<file path="config.mk">
export PLATFORM = sky130hd
export DESIGN_NAME = ldorm_top
export DESIGN_NICKNAME = d
export VERILOG_FILES = /design/src/core/ldorm_pkg.sv /design/src/core/ldorm_top.sv
export SDC_FILE = /design/constraint.sdc
export NUM_CORES = 1
export LEC_CHECK = 0
export BUFFER_PORTS_ARGS = -buffer_cell sky130_fd_sc_hd__buf_2
export CORE_UTILIZATION = 52
export CTS_BUF_LIST = sky130_fd_sc_hd__clkbuf_4
export DETAILED_ROUTE_END_ITERATION = 8
export PLACE_DENSITY = 0.82
export SLEW_MARGIN = 0
export SYNTH_ARGS = -nofsm -noshare
export SYNTH_HDL_FRONTEND = slang
export SYNTH_SLANG_ARGS = --single-unit
</file>
<file path="constraint.sdc">
create_clock -name sys_clk_i -period 2.25 [get_ports sys_clk_i]
set_clock_uncertainty 0.1 [all_clocks]
set_input_delay 0.1125 -clock sys_clk_i [delete_from_list [all_inputs] [get_ports sys_clk_i]]
set_output_delay 0.1125 -clock sys_clk_i [all_outputs]
set_load 0.03 [all_outputs]
</file>
<file path="src/core/ldorm_pkg.sv">
/*
 * constants and types for the regulator mode control block.
 * assumes one 50 MHz clock and a separate power mode sequencer outside.
 */
// Functional notes
// (RULE_01) cleared enable bit turns regulator off
// (RULE_02) both regulators enabled straight out of reset
// (RULE_03) software disables a regulator that is bypassed
// (RULE_04) clear detectors, await idle, then disable
// (RULE_05) discharge on disable, core also deep-down
// (RULE_06) discharge control bits, default pull-down enabled
// (RULE_07) active mode core always normal drive
// (RULE_08) core low drive only in sleep modes
// (RULE_09) core optionally off in deep modes
// (RULE_10) deep power down forces core off
// (RULE_11) core voltage updates only at normal drive
// (RULE_12) software keeps core levels equal when normal
// (RULE_13) software clears detectors before core low drive
// (RULE_14) enabled detector forces core normal drive
// (RULE_15) system regulator any drive, stays on
// (RULE_16) system 2.5 V honoured only in active
// (RULE_17) system at 2.5 V forces normal drive
// (RULE_18) system low drive only at 1.8 V
// (RULE_19) software clears detectors before system low drive
// (RULE_20) enabled detector forces system normal drive
// (RULE_21) level or drive change raises busy until settled
// (RULE_22) active config in active, else low-power config
// (RULE_23) enable register takes one write only
// (RULE_24) core level codes 01,10,11; 00 reserved
// (RULE_25) system level 0 is 1.8 V, 1 is 2.5 V
// (RULE_26) drive field 0 low, 1 normal
// (RULE_27) busy held while regulator transition settles
package ldorm_pkg;
	// ==============================================
	// power modes seen from the sequencer
	typedef enum logic [2:0] {
		LDORM_ACTIVE,
		LDORM_SLEEP,
		LDORM_DEEP_SLEEP,
		LDORM_POWER_DOWN,
		LDORM_DEEP_POWER_DOWN
	} ldorm_mode_e;

	// ==============================================
	// field encodings and reset values
	localparam logic DRIVE_LOW = 1'h0;
	localparam logic DRIVE_NORMAL = 1'h1;
	localparam logic SYS_LVL_1V8 = 1'h0;
	localparam logic SYS_LVL_2V5 = 1'h1;
	localparam logic [1:0] CORE_LVL_RESERVED = 2'h0;
	localparam logic [1:0] CORE_LVL_1V05 = 2'h1;
	localparam logic [1:0] CORE_LVL_1V10 = 2'h2;
	localparam logic [1:0] CORE_LVL_1V15 = 2'h3;
	localparam logic CORE_EN_RESET = 1'h1;
	localparam logic SYS_EN_RESET = 1'h1;

	// ==============================================
	// settling time of a regulator transition
	localparam int SETTLE_NS = 10000;
	localparam int CLK_PERIOD_NS = 20;
	localparam int SETTLE_CYCLES = (SETTLE_NS + CLK_PERIOD_NS - 1) / CLK_PERIOD_NS;
endpackage : ldorm_pkg

</file>
<file path="src/core/ldorm_top.sv">
/*
 * regulator mode control: enables, discharge, drive strength,
 * level selection and busy handshake for core and system regulators.
 * assumes all inputs are synchronous to sys_clk_i (written by the
 * configuration logic on the same clock) and that a write strobe
 * lasts one cycle.
 * the power mode comes from a sequencer that already resolved entry
 * and exit; this block only turns the mode and the two configuration
 * sets into steady regulator controls.
 * software is expected to clear the detectors and wait for busy low
 * before it disables a regulator; nothing here enforces that order.
 */
module ldorm_top #(
	parameter int SETTLE = ldorm_pkg::SETTLE_CYCLES // transition settling cycles
) (
	// clock and reset
	input wire logic sys_clk_i,
	input wire logic rst_i,
	// regulator enable register write port
	input wire logic enable_wr_i,
	input wire logic core_reg_enable_i,
	input wire logic sys_reg_enable_i,
	// current power mode
	input wire ldorm_pkg::ldorm_mode_e mode_i,
	// active configuration
	input wire logic [1:0] act_core_voltage_level_i,
	input wire logic act_sys_voltage_level_i,
	input wire logic act_sys_drive_select_i,
	input wire logic [3:0] act_detect_enable_i,
	// low-power configuration
	input wire logic [1:0] lp_core_voltage_level_i,
	input wire logic lp_core_drive_select_i,
	input wire logic lp_sys_drive_select_i,
	input wire logic lp_core_off_i,
	input wire logic [3:0] lp_detect_enable_i,
	// discharge configuration
	input wire logic core_discharge_off_i,
	input wire logic sys_discharge_on_i,
	// core regulator controls
	output logic core_on_o,
	output logic core_drive_o,
	output logic [1:0] core_level_o,
	output logic core_discharge_o,
	// system regulator controls
	output logic sys_on_o,
	output logic sys_drive_o,
	output logic sys_level_o,
	output logic sys_discharge_o,
	// status
	output logic enable_locked_o,
	output logic busy_o
);
	import ldorm_pkg::*;

	// ==============================================
	// enable register, one write after reset
	logic core_en_reg; // core regulator enable bit
	logic sys_en_reg; // system regulator enable bit
	logic locked_reg; // set after first accepted write
	wire enable_take = enable_wr_i && !locked_reg; // RULE_23

	// enable bits come up set; only the first write lands
	always_ff @(posedge sys_clk_i or posedge rst_i) begin
		if (rst_i) begin
			core_en_reg <= CORE_EN_RESET; // RULE_02
			sys_en_reg <= SYS_EN_RESET; // RULE_02
			locked_reg <= 1'h0;
		end else if (enable_take) begin
			core_en_reg <= core_reg_enable_i; // RULE_01
			sys_en_reg <= sys_reg_enable_i; // RULE_01
			locked_reg <= 1'h1; // RULE_23
		end
	end

	// ==============================================
	// configuration selection by mode
	wire in_active = (mode_i == LDORM_ACTIVE);
	wire in_dpd = (mode_i == LDORM_DEEP_POWER_DOWN);
	wire in_deep = (mode_i == LDORM_DEEP_SLEEP) || (mode_i == LDORM_POWER_DOWN);
	wire [3:0] sel_detect = in_active ? act_detect_enable_i : lp_detect_enable_i; // RULE_22
	wire any_detect = |sel_detect;
	// low-power config has no system level field; 2.5 V only in active
	wire sys_level_sel = in_active ? act_sys_voltage_level_i : SYS_LVL_1V8; // RULE_16
	// active mode ignores any low drive request for the core
	wire core_drive_req = in_active ? DRIVE_NORMAL : lp_core_drive_select_i; // RULE_07 RULE_08
	wire sys_drive_req = in_active ? act_sys_drive_select_i : lp_sys_drive_select_i; // RULE_22 RULE_15

	// ==============================================
	// resolved drive strengths
	// any detector enabled overrides low drive
	wire core_drive_next = (core_drive_req == DRIVE_NORMAL) || any_detect; // RULE_14 RULE_26
	// low drive only at 1.8 V; 2.5 V forces normal
	wire sys_drive_next = (sys_drive_req == DRIVE_NORMAL) || any_detect // RULE_20 RULE_26
		|| (sys_level_sel == SYS_LVL_2V5); // RULE_17 RULE_18

	// ==============================================
	// resolved enables and discharge
	wire core_on_next = core_en_reg && !in_dpd && !(in_deep && lp_core_off_i); // RULE_01 RULE_09 RULE_10
	wire sys_on_next = sys_en_reg; // RULE_15
	// discharge applies while the regulator is off
	wire core_dis_next = !core_on_next && !core_discharge_off_i; // RULE_05 RULE_06
	wire sys_dis_next = !sys_on_next && sys_discharge_on_i; // RULE_05 RULE_06

	// ==============================================
	// core level: reserved code keeps the old level
	wire [1:0] core_lvl_cfg = in_active ? act_core_voltage_level_i : lp_core_voltage_level_i; // RULE_22
	wire core_lvl_ok = (core_lvl_cfg != CORE_LVL_RESERVED); // RULE_24
	// a level update is taken only at normal drive
	wire core_lvl_take = core_lvl_ok && core_drive_next && core_on_next; // RULE_11
	wire [1:0] core_level_next = core_lvl_take ? core_lvl_cfg : core_level_o;

	// ==============================================
	// transition detection and settle counter
	wire change = (core_drive_next != core_drive_o) || (sys_drive_next != sys_drive_o) // RULE_21
		|| (core_level_next != core_level_o) || (sys_level_sel != sys_level_o); // RULE_21
	logic [$clog2(SETTLE + 1)-1:0] settle_reg; // cycles left to settle
	wire settle_run = (settle_reg != '0);
	// age of the current busy window, only used by the checks below
	logic [$clog2(SETTLE + 1)-1:0] busy_age_reg;
	wire busy_age_top = (busy_age_reg == '1);

	// regulator outputs; power-on values are normal drive, core at mid level, system at 1.8 V
	always_ff @(posedge sys_clk_i or posedge rst_i) begin
		if (rst_i) begin
			core_on_o <= 1'h1;
			sys_on_o <= 1'h1;
			core_drive_o <= DRIVE_NORMAL;
			sys_drive_o <= DRIVE_NORMAL;
			core_level_o <= CORE_LVL_1V10;
			sys_level_o <= SYS_LVL_1V8;
			core_discharge_o <= 1'h0;
			sys_discharge_o <= 1'h0;
		end else begin
			core_on_o <= core_on_next;
			sys_on_o <= sys_on_next;
			core_drive_o <= core_drive_next;
			sys_drive_o <= sys_drive_next;
			core_level_o <= core_level_next;
			sys_level_o <= sys_level_sel; // RULE_25
			core_discharge_o <= core_dis_next;
			sys_discharge_o <= sys_dis_next;
		end
	end

	// busy restarts its settle window on every new change
	always_ff @(posedge sys_clk_i or posedge rst_i) begin
		if (rst_i) begin
			settle_reg <= '0;
			busy_o <= 1'h0;
			enable_locked_o <= 1'h0;
		end else begin
			if (change) begin
				settle_reg <= ($clog2(SETTLE + 1))'(SETTLE); // RULE_21 RULE_27
			end else if (settle_run) begin
				settle_reg <= settle_reg - 1'b1;
			end
			busy_o <= change || (settle_reg > 1); // RULE_21 RULE_27
			enable_locked_o <= locked_reg || enable_take;
		end
	end

	// busy window age: restarts on a change, saturates so it never wraps
	// back into a legal looking value after a very long busy stretch
	always_ff @(posedge sys_clk_i or posedge rst_i) begin
		if (rst_i) begin
			busy_age_reg <= '0;
		end else if (change) begin
			busy_age_reg <= '0;
		end else if (busy_o && !busy_age_top) begin
			busy_age_reg <= busy_age_reg + 1'b1;
		end else if (!busy_o) begin
			busy_age_reg <= '0;
		end
	end

	// ==============================================
	// checks
	a_core_dpd_off: assert property (@(posedge sys_clk_i) disable iff (rst_i)
		in_dpd |=> !core_on_o) else $error("core on in deep power down"); // RULE_10
	a_core_act_normal: assert property (@(posedge sys_clk_i) disable iff (rst_i)
		in_active |=> core_drive_o) else $error("core low drive in active"); // RULE_07
	a_sys_2v5_normal: assert property (@(posedge sys_clk_i) disable iff (rst_i)
		sys_level_o |-> sys_drive_o) else $error("system low drive at 2.5 V"); // RULE_17
	a_sys_2v5_active: assert property (@(posedge sys_clk_i) disable iff (rst_i)
		!in_active |=> !sys_level_o) else $error("2.5 V outside active"); // RULE_16
	a_detect_core: assert property (@(posedge sys_clk_i) disable iff (rst_i)
		any_detect |=> core_drive_o) else $error("core low with detector on"); // RULE_14
	a_detect_sys: assert property (@(posedge sys_clk_i) disable iff (rst_i)
		any_detect |=> sys_drive_o) else $error("system low with detector on"); // RULE_20
	a_enable_once: assert property (@(posedge sys_clk_i) disable iff (rst_i)
		locked_reg |=> $stable(core_en_reg) && $stable(sys_en_reg)) else $error("enable rewritten"); // RULE_23
	a_busy_on_change: assert property (@(posedge sys_clk_i) disable iff (rst_i)
		change |=> busy_o) else $error("busy missing after change"); // RULE_21
	a_core_discharge: assert property (@(posedge sys_clk_i) disable iff (rst_i)
		!core_en_reg && !core_discharge_off_i |=> core_discharge_o) else $error("core not discharged"); // RULE_05
	a_sys_stays_on: assert property (@(posedge sys_clk_i) disable iff (rst_i)
		sys_en_reg && in_dpd |=> sys_on_o) else $error("system off in deep power down"); // RULE_15

	// ==============================================
	// enable checks
	// a cleared core enable bit keeps the core regulator off
	a_core_disabled: assert property (@(posedge sys_clk_i) disable iff (rst_i)
		!core_en_reg |=> !core_on_o) else $error("core on while disabled"); // RULE_01

	// a cleared system enable bit keeps the system regulator off
	a_sys_disabled: assert property (@(posedge sys_clk_i) disable iff (rst_i)
		!sys_en_reg |=> !sys_on_o) else $error("system on while disabled"); // RULE_01

	// the system regulator follows only its enable bit, in every mode
	a_sys_follow_en: assert property (@(posedge sys_clk_i) disable iff (rst_i)
		sys_en_reg |=> sys_on_o) else $error("system off while enabled"); // RULE_15

	// optional core shutdown in deep sleep and power down
	a_core_deep_off: assert property (@(posedge sys_clk_i) disable iff (rst_i)
		in_deep && lp_core_off_i |=> !core_on_o) else $error("core on in deep mode"); // RULE_09

	// the accepted write shows on the lock flag one edge later
	a_lock_flag: assert property (@(posedge sys_clk_i) disable iff (rst_i)
		enable_take |=> enable_locked_o) else $error("lock flag missing"); // RULE_23

	// the lock flag only clears by reset
	a_lock_sticky: assert property (@(posedge sys_clk_i) disable iff (rst_i)
		enable_locked_o |=> enable_locked_o) else $error("lock flag dropped"); // RULE_23

	// ==============================================
	// discharge checks
	// a running core regulator never has its pull-down on
	a_core_on_nodis: assert property (@(posedge sys_clk_i) disable iff (rst_i)
		core_on_o |-> !core_discharge_o) else $error("core discharged while on"); // RULE_05

	// a running system regulator never has its pull-down on
	a_sys_on_nodis: assert property (@(posedge sys_clk_i) disable iff (rst_i)
		sys_on_o |-> !sys_discharge_o) else $error("system discharged while on"); // RULE_05

	// any core shutdown, deep power down included, applies the pull-down unless its disable bit is set
	a_core_off_dis: assert property (@(posedge sys_clk_i) disable iff (rst_i)
		!core_on_next && !core_discharge_off_i |=> core_discharge_o) else $error("core off undischarged"); // RULE_05

	// a disabled system regulator applies its pull-down when allowed
	a_sys_off_dis: assert property (@(posedge sys_clk_i) disable iff (rst_i)
		!sys_en_reg && sys_discharge_on_i |=> sys_discharge_o) else $error("system off undischarged"); // RULE_05

	// the core disable bit wins over every shutdown reason
	a_core_dis_off: assert property (@(posedge sys_clk_i) disable iff (rst_i)
		core_discharge_off_i |=> !core_discharge_o) else $error("core pull-down not disabled"); // RULE_06

	// a cleared system sink bit wins over every shutdown reason
	a_sys_dis_off: assert property (@(posedge sys_clk_i) disable iff (rst_i)
		!sys_discharge_on_i |=> !sys_discharge_o) else $error("system pull-down not disabled"); // RULE_06

	// ==============================================
	// drive strength checks
	// outside active with no detector the core follows its low-power field
	a_core_lp_drive: assert property (@(posedge sys_clk_i) disable iff (rst_i)
		!in_active && !any_detect |=> core_drive_o == $past(lp_core_drive_select_i))
		else $error("core drive not from low-power set"); // RULE_08

	// outside active with no detector the system follows its low-power field
	a_sys_lp_drive: assert property (@(posedge sys_clk_i) disable iff (rst_i)
		!in_active && !any_detect |=> sys_drive_o == $past(lp_sys_drive_select_i))
		else $error("system drive not from low-power set"); // RULE_22

	// system low drive only ever seen at the lower level
	a_sys_low_1v8: assert property (@(posedge sys_clk_i) disable iff (rst_i)
		!sys_drive_o |-> !sys_level_o) else $error("system low drive at high level"); // RULE_18

	// ==============================================
	// level checks
	// the reserved core code never reaches the regulator
	a_core_lvl_legal: assert property (@(posedge sys_clk_i) disable iff (rst_i)
		core_level_o != CORE_LVL_RESERVED) else $error("reserved core level applied"); // RULE_24

	// a core at low drive keeps its old level
	a_core_lvl_hold: assert property (@(posedge sys_clk_i) disable iff (rst_i)
		!core_drive_next |=> $stable(core_level_o)) else $error("core level moved at low drive"); // RULE_11

	// in active the system level follows the active field
	a_sys_lvl_follow: assert property (@(posedge sys_clk_i) disable iff (rst_i)
		in_active |=> sys_level_o == $past(act_sys_voltage_level_i)) else $error("system level wrong"); // RULE_25

	// ==============================================
	// busy checks
	// busy drops once the settle window has run out with no new change
	a_busy_idle: assert property (@(posedge sys_clk_i) disable iff (rst_i)
		!change && (settle_reg <= 1) |=> !busy_o) else $error("busy stuck after settling"); // RULE_27

	// one busy window never outlasts the settle count
	a_busy_bounded: assert property (@(posedge sys_clk_i) disable iff (rst_i)
		busy_o |-> busy_age_reg < SETTLE) else $error("busy window too long"); // RULE_21
endmodule : ldorm_top

</file>
==> results.rst <==
.. list-table::
   :header-rows: 1

   * - Metric
     - Value
   * - Result of the run
     - finished clean
   * - Synthesized area
     - 1170 µm²
   * - Warning count from the yosys run
     - 0
   * - Number of buffers inserted to repair setup after CTS
     - 0
   * - Final cell area excluding filler cells
     - approximately 1500 µm²
   * - Detailed-routing iteration count for the pre-antenna-repair pass
     - 4
   * - Final instance count without filler cells
     - 189
   * - Max Used Layer
     - met4
   * - Critical path peak fanout
     - 4
   * - Net count of the mapped netlist
     - 139
   * - Number of global-route vias before repair
     - roughly 1100
   * - Cell breakdown of the critical path
     - dlygate4sd3_1 > buf_2 > or3_1 > nor4_1 > nor2_1 > dlygate4sd3_1
   * - Met3 wirelength from detailed routing
     - slightly above 90 µm
   * - TritonCTS clock tree
     - built
   * - Post-Route Setup TNS
     - 0 ns
   * - Overall via count from detail_route
     - between 1000 and 1500
   * - Sinks on Clock Net
     - 23
   * - First-iteration detailed-routing DRC count
     - 15
   * - Clock-pin slew reported for the worst setup and hold paths after clock tree synthesis
     - between 0.1 and 0.15 ns
   * - Power, Total
     - between 1 and 1.5 mW
   * - Slowest Stage Delay on Critical Path
     - about 0.57 ns
   * - Fraction of post-synthesis cell area in the top cell type by area
     - 34.3%
   * - Register Area
     - a little under 600 µm²
   * - Buffers on Ports
     - 37
   * - Sw Pwr
     - roughly 0.38 mW
   * - Routed Wire Length
     - about 2700 µm
   * - Slew HR
     - a little under half
   * - Endpoints failing hold
     - 0
   * - Number of flops mapped to enable cells by yosys
     - 0
   * - H-tree Lvls
     - 1
   * - Die Span Y
     - between 40 and 50 µm
   * - Cell count after placement
     - roughly 180
   * - Total clock buffers created by CTS
     - 3
   * - Largest cells by area after synthesis
     - dfrtp_1 (34%), dfstp_2 (16%), nand3_1 (2.6%), nor3_1 (2.6%), o21ai_0 (2.6%)
   * - RSZ-0062 raised after global routing
     - false
   * - Max Transition Viols Final
     - 0
   * - Worst slack at placement
     - about 0.28 ns
   * - MaxCap Viol Count
     - 0
   * - IO Count
     - 38
   * - Antenna violations before repair
     - 0
   * - Post-layout nets
     - ~190
   * - Class of the tightest hold or removal check
     - in -> reg
   * - Max FFs per register
     - 9
   * - Initial Utilization
     - about 57%
   * - Clk Tree Root Cell
     - clkbuf_4
   * - Largest net degree at the start of global routing
     - 24
   * - Global route overflow
     - 0
   * - Family with the most delay on the worst path
     - buffers and inverters
   * - Proportion of synthesized chip area in sequential cells
     - roughly half
   * - # DRC
     - 0
   * - Std cell rows
     - 16
   * - Arrival time reported for the critical path endpoint
     - between 2 and 2.5 ns
   * - Total routing usage reported by global routing
     - about a quarter
   * - HPWL after detailed placement
     - around 2000 µm
   * - Multi-input combinational cell area
     - ~570 µm²
   * - Leading cell type in the layout, fill and taps excluded
     - buf_2
   * - Fillcell total
     - about 150
   * - Post-synthesis cell count
     - between 100 and 150
   * - Share of total power in sequential cells
     - 50.7%
   * - Category of the worst setup path launch point
     - primary input
   * - Commonest cells after routing, fill and taps aside
     - buf_2 (37), dfrtp_1 (16), dlygate4sd3_1 (10)
   * - Least setup slack across all paths after layout
     - approximately 0.18 ns
   * - Number of logic stages on the critical path including buffering
     - 6
   * - Number of distinct library cell variants in the gate-level netlist after synthesis
     - 40
   * - Cell repeated most along the worst path
     - dlygate4sd3_1
   * - Async set-or-reset flop fraction in the synthesized netlist
     - between 90% and 100%
   * - Syn_area_per_cell
     - 10.6 µm²
   * - Number of cells on the worst hold path
     - 3
   * - Crit-path slowest cell
     - dlygate4sd3_1
   * - Gate power share
     - 31.7%
   * - Number of synthesized register bits
     - 23
   * - Top cell type by total area after synthesis
     - dfrtp_1
   * - Dpl cell area
     - ~1400 µm²
   * - Buffers and inverters on the worst path
     - 3
   * - Number of antenna-violating nets in the routed design
     - 0
   * - Category of the worst setup path capture point
     - register
   * - Crit path kind
     - in -> reg
   * - Switching share of power
     - 35.4%
   * - Reported leakage power
     - approximately 0.63 nW
   * - Maximum clock insertion buffer count
     - 2
   * - Die boundary width
     - slightly below 50 µm
   * - Peak supply drop
     - about 0.00057 V
   * - Fin crit share
     - between 90 and 100%
   * - Cell area power density
     - around 700 nW/µm²
   * - Worst path required time
     - around 2.4 ns
   * - GP Congestion
     - 0.894
   * - Final setup viols
     - 0
   * - Area delta synth->final
     - 30.8%
   * - Number of vias per cell after detailed routing
     - approximately 5.6
   * - Global-route wire length before repair
     - roughly 4500 µm
   * - Internal Pwr Total
     - around 0.69 mW
   * - Clk_lat worst skew
     - 0.31 ns
   * - Transition at the pin with the smallest max-transition slack
     - 0.819 ns
   * - Top FF cell, synth
     - dfrtp_1
   * - Area enclosed by the die boundary
     - around 2400 µm²
   * - Diodes inserted
     - 0
   * - Portion of total power attributed to the clock network
     - about 18%
   * - Detailed-route wire length on metal 1
     - about 1100 µm
   * - Reg2reg path depth
     - 5
   * - Upper clock frequency limit
     - ~480 MHz
   * - Wire length on met2
     - 1460 µm
   * - Avg WL per Cell
     - 14.3 µm
   * - Ratio of cells with drive above 1 in the final layout
     - between 30% and 40%
   * - Placeable core region
     - 2040 µm²
   * - Post-layout minimum cycle time
     - about 2.1 ns
per-stage QoR:
stage                     util [%]  hold slack, ns
final                         74.8          0.0382
after global routing          74.8          0.0405
after CTS                     74.5          0.0163
after global placement        68.3           0.163
after detailed placement      68.3           0.179
after floorplan                  -         0.00924
worst reg2reg max path: cells and delay by family (launching register included):
kind	cells	cell delay, ns
and+or+nand+nor	3	0.61
DFF	1	0.44
AOI/OAI and AO/OA	1	0.50
xor gates and xnor gates	1	0.18
cells in the mapped netlist (all sizes together) (2+ instances only):
cell type / number
mux2: 2
or4: 2
nor2b: 3
inv: 6
or2: 3
o211ai: 4
a21oi: 2
a21bo: 2
a31oi: 2
ha: 2
dfstp: 7
nor4: 2
nand2: 6
dfrtp: 16
xor2: 3
or3: 3
o21ai: 7
nand4b: 2
nand2b: 2
xnor2: 2
nand3: 6
nor3: 6
a21boi: 2
nor2: 6
a21o: 2
layout make-up:
class                      instances  area share [%]
timing repair buffer              48            19.2
clock inverter                     1           0.328
inverter                           6            1.48
sequential                        23            38.3
tap                               27            2.21
multi-input combinational         81            37.0
clock buffer                       3            1.48
worst paths after layout:
kind / end / slack (ns) / from
min: sys_level_o / 0.04 / mode_i[1]
min reg2reg: sys_on_o / 0.29 / sys_en_reg
max: sys_drive_o / 0.18 / mode_i[0]
max in group asynchronous: settle_reg[7] / 1.15 / rst_i
min in group asynchronous: core_level_o[0] / 0.39 / rst_i
max reg2reg: settle_reg[7] / 0.31 / settle_reg[2]
power by group through the flow:
stage	Clock (mW)	Sequential, mW	Combinational [mW]
final	0.189	0.546	0.341
after global routing	0.213	0.555	0.379
after CTS	0.196	0.545	0.342
after detailed placement	0	0.554	0.326
after global placement	0	0.548	0.311
after floorplan	0	0.582	0.193
layer usage:
metal	GRT usage (%)	vias to the layer above
met4	9.52	0
li1	-	509
met3	5.92	8
met5	0	-
met2	43.8	32
met1	28.1	511
cells by family after synthesis:
group                    count (synthesis)  synth area share, %
buffers and inverters                    6                 1.93
flip-flops                              23                 50.1
AND/OR/NAND/NOR                         46                 23.3
XOR/XNOR                                 5                 3.75
AO/OA/AOI/OAI                           26                 16.9
multiplexers                             2                 1.93
adder cells (fa/ha/maj)                  2                 2.14
what timing repair did:
item,in CTS,in global routing
resized for setup,0,1
hold buffers,10,0
endpoints found under the setup margin,0,8
hold endpoints to repair,25,0
No activity file was read; power rests on OpenSTA's default activity.
